### src/core/asq_pkg.sv
package asq_pkg;
  localparam int ASQ_NDEV = 4;
  localparam int ASQ_NCH = 8;
  localparam int ASQ_AW = 12;
  // Register byte offsets
  localparam logic [11:0] ASQ_CTRL_OFS = 12'h120;
  localparam logic [11:0] ASQ_STAT_OFS = 12'h124;
  localparam logic [11:0] ASQ_MASK_OFS = 12'h128;
  localparam logic [11:0] ASQ_CHAN_OFS = 12'h12c;
  localparam logic [11:0] ASQ_RATE_OFS = 12'h130;
  localparam logic [11:0] ASQ_COUNT_OFS = 12'h134;
  localparam logic [11:0] ASQ_FRAME_OFS = 12'h138;
  localparam logic [11:0] ASQ_DLEN_OFS = 12'h13c;
  localparam logic [11:0] ASQ_DSTB_OFS = 12'h140;
  // Control register fields
  localparam int ASQ_B_IU_ENA = 0;
  localparam int ASQ_B_IU_RST = 1;
  localparam int ASQ_B_IU_MODE = 2;
  localparam int ASQ_B_CONV_START = 3;
  localparam int ASQ_B_CLK_SRC = 5;
  localparam int ASQ_B_QUEUE_CLR = 8;
  localparam int ASQ_B_DMA_ENA = 16;
  localparam int ASQ_B_DMA_RST = 17;
  localparam int ASQ_B_STAT_ENA = 18;
  localparam logic [31:0] ASQ_CTRL_RW_MASK = 32'h0005_0025;
  localparam logic [31:0] ASQ_CTRL_RESET = 32'h0000_0000;
  // Channel register fields: channel enables low, device assignment above
  localparam int ASQ_CHAN_DEV_LSB = 8;
  // Interrupt status bits
  localparam int ASQ_I_OVERRUN = 0;
  localparam int ASQ_I_BLOCK_DONE = 1;
  localparam int ASQ_I_DMA_DONE = 2;
  localparam int ASQ_I_DMA_ERR = 3;
  localparam int ASQ_NIRQ = 4;
  localparam logic [15:0] ASQ_RATE_RESET = 16'h0064;
  localparam logic [15:0] ASQ_COUNT_RESET = 16'h0001;
endpackage : asq_pkg

### src/core/asq_sync.sv
`timescale 1ns/1ps
`default_nettype none
module asq_sync (
  input wire logic clk,
  input wire logic resetn,
  input wire logic din,
  output logic dout
);
  logic meta;
  logic next_meta;
  logic next_dout;

  always_comb begin
    next_meta = din;
    next_dout = meta;
    if (!resetn) begin
      next_meta = 1'b0;
      next_dout = 1'b0;
    end
  end

  always_ff @(posedge clk) begin
    meta <= next_meta;
    dout <= next_dout;
  end
endmodule : asq_sync
`default_nettype wire

### src/core/asq_ticker.sv
`timescale 1ns/1ps
`default_nettype none
module asq_ticker (
  input wire logic clk,
  input wire logic resetn,
  input wire logic run,
  input wire logic [15:0] period,
  output logic tick
);
  logic [15:0] count;
  logic [15:0] next_count;
  logic next_tick;

  // A period of zero behaves as one cycle
  always_comb begin
    next_count = count + 16'h0001;
    next_tick = 1'b0;
    if (!resetn || !run) begin
      next_count = 16'h0000;
    end else if (count + 16'h0001 >= period) begin
      next_count = 16'h0000;
      next_tick = 1'b1;
    end
  end

  always_ff @(posedge clk) begin
    count <= next_count;
    tick <= next_tick;
  end
endmodule : asq_ticker
`default_nettype wire

### src/core/asq_control.sv
// Summary of operation
// - Each conversion event converts enabled channels of assigned devices, starting at channel 0.
// - Channels 0 to 7 are walked one per cycle; a disabled channel takes its cycle with no strobe.
// - All assigned devices sample the same channel index in the same cycle.
// - Each device may be assigned or not; only assigned devices sample.
// - Conversion events recur at a software-set rate.
// - Normal mode: one block of equally spaced conversions per start command.
// - Frame mode: one frame per frame trigger; frames may repeat at an interval.
// - With status enable set, a status word is written after each buffer end.
// - Writing 1 to the transfer reset bit resets the engine; bit self-clears.
// - With engine enabled, writing the buffer length starts a transfer.
// - Clearing the enable mid-transfer lets that transfer finish first.
// - A transfer error halts the engine until software steps in.
// - The engine is held in reset while its enable is 0 and no transfer is open.
// - Writing 1 to the queue clear bit empties the sample queue; self-clears.
// - Setting the start bit starts a normal-mode process; bit self-clears.
// - Input unit still busy when an event falls due stops conversions, flags error.
//
// The implementer's own choice: strobed register access.
`timescale 1ns/1ps
`default_nettype none
module asq_control
  import asq_pkg::*;
(
  input wire logic clk,
  input wire logic resetn,
  input wire logic [11:0] addr,
  input wire logic [31:0] wdata,
  input wire logic wr,
  input wire logic rd,
  output logic [31:0] rdata,
  output logic irq,
  input wire logic conv_clk_ext,
  input wire logic frame_trigger,
  input wire logic unit_busy,
  output logic conv_event,
  output logic [ASQ_NDEV-1:0] sample_strobe,
  output logic [2:0] sample_channel,
  output logic unit_reset,
  output logic sample_queue_clear,
  input wire logic buffer_done,
  input wire logic transfer_error,
  output logic transfer_engine_reset,
  output logic transfer_start,
  output logic [31:0] transfer_length,
  output logic status_word_write,
  output logic [31:0] status_base
);
  typedef enum logic [1:0] {ASQ_S_IDLE, ASQ_S_ARMED, ASQ_S_WALK, ASQ_S_HALT} asq_seq_t;
  typedef enum logic [1:0] {ASQ_D_IDLE, ASQ_D_BUSY, ASQ_D_STAT, ASQ_D_ERR} asq_dma_t;

  function automatic logic hit(input logic [11:0] a, input logic [11:0] ofs);
    hit = (a == ofs);
  endfunction : hit

  // Register state
  logic [31:0] ctrl, next_ctrl;
  logic [ASQ_NIRQ-1:0] stat, next_stat, mask, next_mask;
  logic [15:0] chan_cfg, next_chan_cfg;
  logic [15:0] rate, next_rate, count_cfg, next_count_cfg, frame_ivl, next_frame_ivl;
  logic [31:0] next_transfer_length, next_status_base, next_rdata;
  logic next_irq;
  asq_dma_t dma, next_dma;

  logic wr_ctrl;
  logic start_p, unit_rst_p, qclr_p, dma_rst_p;
  logic [ASQ_NIRQ-1:0] events;
  logic dlen_write;

  assign wr_ctrl = wr && hit(addr, ASQ_CTRL_OFS);
  assign start_p = wr_ctrl && wdata[ASQ_B_CONV_START];
  assign unit_rst_p = wr_ctrl && wdata[ASQ_B_IU_RST];
  assign qclr_p = wr_ctrl && wdata[ASQ_B_QUEUE_CLR];
  assign dma_rst_p = wr_ctrl && wdata[ASQ_B_DMA_RST];
  assign dlen_write = wr && hit(addr, ASQ_DLEN_OFS);

  always_comb begin
    next_ctrl = ctrl;
    next_mask = mask;
    next_chan_cfg = chan_cfg;
    next_rate = rate;
    next_count_cfg = count_cfg;
    next_frame_ivl = frame_ivl;
    next_transfer_length = transfer_length;
    next_status_base = status_base;
    next_rdata = 32'h0000_0000;
    next_stat = stat;
    if (wr) begin
      unique case (addr)
        ASQ_CTRL_OFS: next_ctrl = wdata & ASQ_CTRL_RW_MASK;
        ASQ_MASK_OFS: next_mask = wdata[ASQ_NIRQ-1:0];
        ASQ_CHAN_OFS: next_chan_cfg = wdata[15:0];
        ASQ_RATE_OFS: next_rate = wdata[15:0];
        ASQ_COUNT_OFS: next_count_cfg = wdata[15:0];
        ASQ_FRAME_OFS: next_frame_ivl = wdata[15:0];
        ASQ_DLEN_OFS: next_transfer_length = wdata;
        ASQ_DSTB_OFS: next_status_base = wdata;
        default: next_ctrl = ctrl;
      endcase
    end
    if (rd) begin
      unique case (addr)
        ASQ_CTRL_OFS: next_rdata = ctrl;
        ASQ_STAT_OFS: next_rdata = {28'h000_0000, stat};
        ASQ_MASK_OFS: next_rdata = {28'h000_0000, mask};
        ASQ_CHAN_OFS: next_rdata = {16'h0000, chan_cfg};
        ASQ_RATE_OFS: next_rdata = {16'h0000, rate};
        ASQ_COUNT_OFS: next_rdata = {16'h0000, count_cfg};
        ASQ_FRAME_OFS: next_rdata = {16'h0000, frame_ivl};
        ASQ_DLEN_OFS: next_rdata = transfer_length;
        ASQ_DSTB_OFS: next_rdata = status_base;
        default: next_rdata = 32'h0000_0000;
      endcase
      if (hit(addr, ASQ_STAT_OFS)) begin
        next_stat = '0;
      end
    end
    // New events win over a clearing read
    next_stat = next_stat | events;
    next_irq = |(next_stat & next_mask);
    if (!resetn) begin
      next_ctrl = ASQ_CTRL_RESET;
      next_mask = '0;
      next_chan_cfg = 16'h0000;
      next_rate = ASQ_RATE_RESET;
      next_count_cfg = ASQ_COUNT_RESET;
      next_frame_ivl = 16'h0000;
      next_transfer_length = 32'h0000_0000;
      next_status_base = 32'h0000_0000;
      next_rdata = 32'h0000_0000;
      next_stat = '0;
      next_irq = 1'b0;
    end
  end

  always_ff @(posedge clk) begin
    ctrl <= next_ctrl;
    mask <= next_mask;
    chan_cfg <= next_chan_cfg;
    rate <= next_rate;
    count_cfg <= next_count_cfg;
    frame_ivl <= next_frame_ivl;
    transfer_length <= next_transfer_length;
    status_base <= next_status_base;
    rdata <= next_rdata;
    stat <= next_stat;
    irq <= next_irq;
  end

  // Pin inputs
  logic conv_clk_s, trig_s, busy_s, conv_clk_d, trig_d;
  asq_sync u_sync_clk (.clk(clk), .resetn(resetn), .din(conv_clk_ext), .dout(conv_clk_s));
  asq_sync u_sync_trig (.clk(clk), .resetn(resetn), .din(frame_trigger), .dout(trig_s));
  asq_sync u_sync_busy (.clk(clk), .resetn(resetn), .din(unit_busy), .dout(busy_s));

  // Conversion rate and frame interval
  logic unit_on, rate_tick, frame_tick, tick, trig_rise, frame_mode;
  assign unit_on = ctrl[ASQ_B_IU_ENA] && !unit_rst_p;
  assign frame_mode = ctrl[ASQ_B_IU_MODE];
  asq_ticker u_rate (.clk(clk), .resetn(resetn), .run(unit_on), .period(rate),
    .tick(rate_tick));
  asq_ticker u_frame (.clk(clk), .resetn(resetn),
    .run(unit_on && frame_mode && frame_ivl != 16'h0000), .period(frame_ivl),
    .tick(frame_tick));
  assign tick = ctrl[ASQ_B_CLK_SRC] ? (conv_clk_s && !conv_clk_d) : rate_tick;
  assign trig_rise = trig_s && !trig_d;

  // Sequencer
  asq_seq_t seq, next_seq;
  logic [2:0] ch, next_ch;
  logic [15:0] remaining, next_remaining;
  logic [ASQ_NDEV-1:0] next_sample_strobe;
  logic [2:0] next_sample_channel;
  logic next_conv_event, next_unit_reset, next_qclr;
  logic [ASQ_NDEV-1:0] dev_assign;
  logic [ASQ_NCH-1:0] ch_enable;
  assign dev_assign = chan_cfg[ASQ_CHAN_DEV_LSB +: ASQ_NDEV];
  assign ch_enable = chan_cfg[ASQ_NCH-1:0];

  always_comb begin
    next_seq = seq;
    next_ch = ch;
    next_remaining = remaining;
    next_sample_strobe = '0;
    next_sample_channel = sample_channel;
    next_conv_event = 1'b0;
    next_unit_reset = !unit_on;
    next_qclr = qclr_p;
    events = '0;
    unique case (seq)
      ASQ_S_IDLE: begin
        if ((!frame_mode && start_p) || (frame_mode && (trig_rise || frame_tick))) begin
          next_remaining = count_cfg;
          next_seq = ASQ_S_ARMED;
        end
      end
      ASQ_S_ARMED: begin
        if (remaining == 16'h0000) begin
          next_seq = ASQ_S_IDLE;
          events[ASQ_I_BLOCK_DONE] = 1'b1;
        end else if (tick && busy_s) begin
          next_seq = ASQ_S_HALT;
          events[ASQ_I_OVERRUN] = 1'b1;
        end else if (tick) begin
          next_ch = 3'h0;
          next_conv_event = 1'b1;
          next_seq = ASQ_S_WALK;
        end
      end
      ASQ_S_WALK: begin
        next_sample_strobe = ch_enable[ch] ? dev_assign : '0;
        next_sample_channel = ch;
        next_ch = ch + 3'h1;
        if (tick) begin
          next_seq = ASQ_S_HALT;
          events[ASQ_I_OVERRUN] = 1'b1;
        end else if (ch == 3'h7) begin
          next_remaining = remaining - 16'h0001;
          next_seq = ASQ_S_ARMED;
        end
      end
      ASQ_S_HALT: next_seq = ASQ_S_HALT;
    endcase
    if (!unit_on) begin
      next_seq = ASQ_S_IDLE;
      next_sample_strobe = '0;
    end
    events[ASQ_I_DMA_DONE] = dma == ASQ_D_BUSY && buffer_done;
    events[ASQ_I_DMA_ERR] = dma == ASQ_D_BUSY && transfer_error;
    if (!resetn) begin
      next_seq = ASQ_S_IDLE;
      next_ch = 3'h0;
      next_remaining = 16'h0000;
      next_sample_strobe = '0;
      next_sample_channel = 3'h0;
      next_conv_event = 1'b0;
      next_unit_reset = 1'b1;
      next_qclr = 1'b0;
    end
  end

  always_ff @(posedge clk) begin
    seq <= next_seq;
    ch <= next_ch;
    remaining <= next_remaining;
    sample_strobe <= next_sample_strobe;
    sample_channel <= next_sample_channel;
    conv_event <= next_conv_event;
    unit_reset <= next_unit_reset;
    sample_queue_clear <= next_qclr;
    conv_clk_d <= resetn ? conv_clk_s : 1'b0;
    trig_d <= resetn ? trig_s : 1'b0;
  end

  // Transfer engine control
  logic hold, next_transfer_start, next_status_word_write;
  // Disabled engine is held in reset, but only once an open transfer has ended
  assign hold = dma_rst_p || (!ctrl[ASQ_B_DMA_ENA] && dma != ASQ_D_BUSY);

  always_comb begin
    next_dma = dma;
    next_transfer_start = 1'b0;
    next_status_word_write = 1'b0;
    unique case (dma)
      ASQ_D_IDLE: begin
        if (dlen_write && ctrl[ASQ_B_DMA_ENA]) begin
          next_dma = ASQ_D_BUSY;
          next_transfer_start = 1'b1;
        end
      end
      ASQ_D_BUSY: begin
        if (transfer_error) begin
          next_dma = ASQ_D_ERR;
        end else if (buffer_done) begin
          next_dma = ctrl[ASQ_B_STAT_ENA] ? ASQ_D_STAT : ASQ_D_IDLE;
          next_status_word_write = ctrl[ASQ_B_STAT_ENA];
        end
      end
      ASQ_D_STAT: next_dma = ASQ_D_IDLE;
      ASQ_D_ERR: next_dma = ASQ_D_ERR;
    endcase
    if (hold) begin
      next_dma = ASQ_D_IDLE;
      next_transfer_start = 1'b0;
      next_status_word_write = 1'b0;
    end
    if (!resetn) begin
      next_dma = ASQ_D_IDLE;
      next_transfer_start = 1'b0;
      next_status_word_write = 1'b0;
    end
  end

  always_ff @(posedge clk) begin
    dma <= next_dma;
    transfer_start <= next_transfer_start;
    status_word_write <= next_status_word_write;
    transfer_engine_reset <= resetn ? hold : 1'b1;
  end
endmodule : asq_control
`default_nettype wire

### config.mk
export PLATFORM = sky130hd
export DESIGN_NAME = asq_control
export DESIGN_NICKNAME = d
export VERILOG_FILES = /design/src/core/asq_pkg.sv /design/src/core/asq_sync.sv /design/src/core/asq_ticker.sv /design/src/core/asq_control.sv
export SDC_FILE = /design/constraint.sdc
export NUM_CORES = 1
export LEC_CHECK = 0
export ABC_CLOCK_PERIOD_IN_PS = 6600
export BUFFER_PORTS_ARGS = -buffer_cell sky130_fd_sc_hd__buf_2
export CORE_ASPECT_RATIO = 1.75
export CORE_UTILIZATION = 62
export DETAILED_ROUTE_END_ITERATION = 8
export MAX_ROUTING_LAYER = met4
export PLACE_DENSITY = 0.85
export SYNTH_ARGS = -nofsm -noshare
export SYNTH_HDL_FRONTEND = slang
export SYNTH_SLANG_ARGS = --single-unit
### constraint.sdc
create_clock -name clk -period 6.6 [get_ports clk]
set_input_delay 0.66 -clock clk [delete_from_list [all_inputs] [get_ports clk]]
set_output_delay 0.66 -clock clk [all_outputs]
set_load 0.05 [all_outputs]
Word level (Yosys, flattened, before mapping)
Index checks and enable logic that the tools add are counted.
{"block": "word_totals", "out_inout_bits": 110, "elab_cells": 171, "register_bits": 252, "input_bits": 53}
{"block": "classes", "n_mux": 37, "order_cmp": 3, "add_sub_neg": 4, "n_bitwise": 7, "n_eq_ne": 27, "n_reduce_logical": 58}
{"op": "case mux 32 bit (9 select lines)", "count": 1}
{"op": "equality test 12 x 9 -> 1 bit, second input constant", "count": 9}
{"op": "2-to-1 mux 16 bit", "count": 3}
{"op": "adder 16 x 1 -> 16 bit, second input constant", "count": 2}
{"op": "greater-or-equal comparator 16 bit", "count": 2}
{"op": "case mux 16 bit (2 select lines)", "count": 1}
{"op": "2-to-1 mux 2 bit", "count": 10}
{"op": "AND reduction 2 bit", "count": 10}
{"op": "logical AND 1 bit", "count": 18}
{"op": "logical NOT 16 bit", "count": 1}
{"op": "2-to-1 mux 4 bit", "count": 4}
{"op": "case mux 2 bit (4 select lines)", "count": 2}
{"op": "nonzero test 16 bit", "count": 1}
{"op": "subtractor 16 x 1 -> 16 bit, second input constant", "count": 1}
{"op": "inequality test 2 bit, second input constant", "count": 7}
{"op": "AND reduction 4 bit", "count": 3}
{"op": "2-to-1 mux 1 bit", "count": 10}
{"op": "2-to-1 mux 3 bit", "count": 3}
{"op": "equality test 2 bit, second input constant", "count": 4}
{"op": "logical NOT 1 bit", "count": 8}
{"op": "OR reduction 4 bit", "count": 2}
{"op": "inequality test 3 bit, second input constant", "count": 2}
{"op": "case mux 3 bit (2 select lines)", "count": 1}
{"op": "OR reduction 2 bit", "count": 3}
{"op": "other kinds (17)", "count": 28}

Logic depth before layout (Yosys ltp)
{"block": "logic_depth", "ltp_word": 10, "ltp_mapped": 12, "mapped_depth_nobuf": 11}

Cells and area by module
From an unflattened synthesis, not the netlist that was laid out.
{"block": "hier_totals", "hier_cells": 1364, "hier_area_um2": 11686.2}
{"module": "asq_control", "n_inst": 1, "cells_per_inst": 1078, "seq_area_each_um2": 4244.1, "area_per_inst_um2": 9057.4}
{"module": "asq_ticker at u_frame", "n_inst": 1, "cells_per_inst": 146, "seq_area_each_um2": 340.3, "area_per_inst_um2": 1241.2}
{"module": "asq_ticker at u_rate", "n_inst": 1, "cells_per_inst": 128, "seq_area_each_um2": 340.3, "area_per_inst_um2": 1229.9}
{"module": "asq_sync", "n_inst": 3, "cells_per_inst": 4, "seq_area_each_um2": 40.0, "area_per_inst_um2": 52.6}

Worst setup path before layout
OpenSTA, ideal clock, no wires.
{"block": "synth_path", "kind": "register -> register", "startpoint": "register u_rate.count[2]", "endpoint": "register u_rate.count[10]", "path_stages_with_launch": 12, "setup_time_ns": 0.078, "path_buffers": 1, "synth_period_minus_slack_ns": 2.865, "arrival_time_ns": 2.787, "required_time_ns": 6.522, "setup_slack_ns": 3.735, "path_cell_list": "dfxtp_1 -> nand3_1 -> or4_1 -> nor2_1 -> xnor2_1 -> ha_1 -> a21o_1 -> a21o_1 -> a221o_1 -> a41o_1 -> clkbuf_1 -> nor3_1"}
{"block": "synth_between", "elab_chain_cells": 3}
{"element": "start: declaration", "line_no": "asq_ticker.sv:10", "text": "logic [15:0] count;"}
{"element": "start signal: assignment", "line_no": "asq_ticker.sv:27", "text": "count <= next_count;"}
{"element": "adder 16 x 1 -> 16 bit *", "line_no": "asq_ticker.sv:16, asq_ticker.sv:20"}
{"element": "greater-or-equal comparator 16 bit", "line_no": "asq_ticker.sv:20", "text": "end else if (count + 16'h0001 >= period) begin"}
{"element": "OR reduction 2 bit (no source line)"}
Mark *: on every way between the ends. The rest lies on a longest branch, timed or not.
A chain may end at the register's enable or synchronous reset.

Final worst setup path
{"block": "layout_path", "startpoint": "register u_frame.count[2]", "endpoint": "register u_frame.count[2]"}
{"block": "layout_between", "elab_chain_cells": 3}
{"element": "start: declaration", "line_no": "asq_ticker.sv:10"}
{"element": "start signal: assignment", "line_no": "asq_ticker.sv:27"}
{"element": "adder 16 x 1 -> 16 bit *", "line_no": "asq_ticker.sv:16, asq_ticker.sv:20"}
{"element": "greater-or-equal comparator 16 bit", "line_no": "asq_ticker.sv:20"}
{"element": "OR reduction 2 bit (no source line)"}
Marked as above.

==> metrics.md <==
| Metric | Value |
|---|---|
| Outcome | `complete, no violations` |
| First-pass GRT wire length | `55.0 mm` |
| Hpwl dp | `23.9 mm` |
| Layout Skew | `0.0133 ns` |
| Post-route setup TNS | `0 ns` |
| Clock Sinks | `252` |
| Met1 GRT Util | `40.3%` |
| Die width | `104 um` |
| H-tree Lvls | `1` |
| Synth warn | `0` |
| FMAX | `284 MHz` |
| CP Capture Type | `register` |
| Clk_lat worst skew | `0.53 ns` |
| TritonRoute pass-1 iters | `8` |
| M3 GR Usage | `5.92%` |
| Drt via density | `6.36` |
| Max Cap Viol | `0` |
| Yosys top cell by area | `dfxtp_1` |
| Fin. Hold Viols | `0` |
| I/O pins | `163` |
| Routed length per instance | `20.3 um` |
| Arrival time at the worst endpoint | `3.88 ns` |
| Post-CTS Setup Inserts | `0` |
| Largest net degree at the start of global routing | `90` |
| Initial core utilization | `63.4%` |
| Core area | `0.0180 mm2` |
| ANT nets after route | `0` |
| Top cells by area, synth | `dfxtp_1 44%, nand2_1 11%, a21oi_1 7.4%` |
| Cell variety after synth | `73` |
| Post-synthesis instance total | `1368` |
| Rel. slew slack | `14.4%` |
| RSZ-0062 raised after global routing | `false` |
| Slew Limit Fails | `0` |
| Worst path required time | `6.96 ns` |
| Total power | `3.12 mW` |
| Fillers | `1377` |
| Met2 Track Usage GR | `63.5%` |
| Syn Nets | `1462` |
| Initial antenna violation count | `1` |
| Drt drc | `0` |
| Synthesis-to-finish area growth | `14.8%` |
| Routability congestion estimate | `0.935` |
| Vias in the first global route | `10495` |
| Vias | `11009` |
| CP Class | `reg -> reg` |
| DRT iter0 DRCs | `1221` |
| Period utilization | `53.3%` |
| Hold Buf Count CTS | `0` |
| Routed wire length | `35.1 mm` |
| Power per cell area | `238 mW/mm2` |
| CP Launch Type | `register` |
| Busiest grt layer | `met2` |
| Number of synthesized flops with an enable pin | `0` |
| CTS tree | `done` |
| Yosys reg bits | `252` |
| Clk buf depth | `3` |
| Slew @ Worst Pin | `1.28 ns` |
| Overflow after GRT | `0` |
| Chip height | `181 um` |
| Crit-path max FO | `17` |
| VDD IR-drop max | `0.198 mV` |
| Port bufs | `162` |
| Layout cells sized above 1 | `16.6%` |
| Final Util | `72.8%` |
| Tightest Hold Check Type | `in -> reg` |
| Final #Nets | `1573` |
| Num rows | `65` |
| P_leak | `5.12 nW` |
| Post_cts resized | `0` |
| Asr flop ratio synth | `0%` |
| Cell Area, Synth | `0.0114 mm2` |
| CTS buffer count | `23` |
| Sequential element share of the synthesized area | `44.3%` |
| Clock transition at path regs | `0.07 ns` |
| Synth top area share | `44.3%` |
| Root Buffer | `clkbuf_16` |
| Final setup vio count | `0` |
| Final min period | `3.52 ns` |
| Full die area | `0.0189 mm2` |
| Top FF cell, synth | `dfxtp_1` |
| Synthesized area per cell | `8.33 um2` |
| Overall Global Routing Usage | `37.5%` |
## cell usage after synthesis, drive strengths merged, types with 4 or more instances
| cell type | instances |
|---|---|
| mux2i | 14 |
| o21ai | 13 |
| nor2b | 20 |
| o21a | 4 |
| clkbuf | 61 |
| and4 | 9 |
| and2 | 18 |
| nor4b | 20 |
| a41oi | 6 |
| a22o | 12 |
| nand3b | 4 |
| inv | 50 |
| a21o | 11 |
| a21oi | 172 |
| buf | 30 |
| a222oi | 15 |
| nand2 | 326 |
| o32ai | 12 |
| a22oi | 33 |
| nand4 | 13 |
| or3 | 4 |
| nor2 | 51 |
| and3 | 11 |
| a211oi | 4 |
| nand3 | 22 |
| or4 | 4 |
| o211ai | 5 |
| xor2 | 13 |
| a31oi | 10 |
| nor4 | 21 |
| ha | 41 |
| xnor2 | 15 |
| nor3 | 25 |
| dfxtp | 252 |
| o22ai | 5 |
## where the power goes
group / total, mW / switching (mW) / leakage, nW / internal (mW)
clock network: 1.52 / 0.612 / 0.403 / 0.904
registers: 1.52 / 0.000929 / 2.03 / 1.52
logic: 0.0792 / 0.0595 / 2.69 / 0.0197
## cells in the final DEF, fill, tap and decap left out, types with 6 or more instances in the layout
cell type,instances
a22oi_1,33
a222oi_1,15
xnor2_1,15
o21ai_0,12
nor3_1,22
nor4_1,20
buf_4,15
and3_1,11
nor2b_1,20
buf_2,162
nand4_1,13
inv_1,50
and2_1,18
xor2_1,13
dfxtp_1,252
and4_1,9
nor2_1,49
ha_1,40
mux2i_1,14
a21o_1,11
a22o_1,12
clkbuf_16,23
a31oi_1,10
nor4b_1,16
a21oi_1,168
nand3_1,21
o32ai_1,12
nand2_1,326
bufinv_16,6
a41oi_1,6
## sequential cells by signal (all words and copies together), names as in the netlist, 5 cells and up
name / cells
rate: 16
rdata: 32
count_cfg: 16
u_rate.count: 16
ctrl: 5
frame_ivl: 16
remaining: 16
transfer_length: 32
chan_cfg: 16
status_base: 32
u_frame.count: 16
## routing by layer
layer  part of all wire [%]  up-vias
li1                       -     5023
met1                     35     5182
met2                     49      643
met3                    8.5      161
met4                    6.9        0
met5                      0        -
## cells by family after synthesis
group	share of synthesized area [%]
AO/OA/AOI/OAI	18.1
XOR/XNOR	2.15
adder cells (fa/ha/maj)	4.50
multiplexers	1.82
AND/OR/NAND/NOR	23.8
buffers and inverters	5.32
flip-flops	44.3
## final timing paths
kind                                           to  depth (start not counted)  slack [ns]             start
worst max register to register   u_frame.count[2]                         10        3.08  u_frame.count[2]
worst min register to register   u_sync_busy.dout                          1        0.45  u_sync_busy.meta
worst max-delay path             u_frame.count[2]                         10        3.08  u_frame.count[2]
worst min-delay path            status_word_write                          2        0.35    transfer_error
## critical path: stages, from the launching register on
cell and delay, ns:
dfxtp_1 0.42, nand4_1 0.14, nor4_1 0.63, nand3_1 0.17, xnor2_1 0.19, ha_1 0.32
nand4_1 0.12, nor2_1 0.18, o2111ai_1 0.13, o21ai_1 0.92, nor4b_1 0.13
## metrics by stage
stage          area (um2)  std cells  hold WS (ns)  worst slack (ns)
6_report            13100       1731         0.349              3.08
2_1_floorplan       11400       1368         0.412              3.73
3_3_place_gp        12200       1688         0.421              2.94
4_1_cts             13100       1730         0.347              3.16
5_1_grt             13100       1731         0.355              2.83
3_5_place_dp        12200       1688         0.426              2.85
## final cells by class
| cell class | instances | area (um2) | share of cell area, % |
|---|---|---|---|
| Multi-Input combinational cell | 974 | 5770 | 44.1 |
| Antenna cell | 1 | 2.50 | 0.0191 |
| Sequential cell | 252 | 5040 | 38.6 |
| Inverter | 51 | 194 | 1.48 |
| Tap cell | 234 | 293 | 2.24 |
| Clock buffer | 27 | 611 | 4.67 |
| Clock inverter | 15 | 245 | 1.87 |
| Timing Repair Buffer | 177 | 923 | 7.06 |
(Power assumes the default switching activity.)
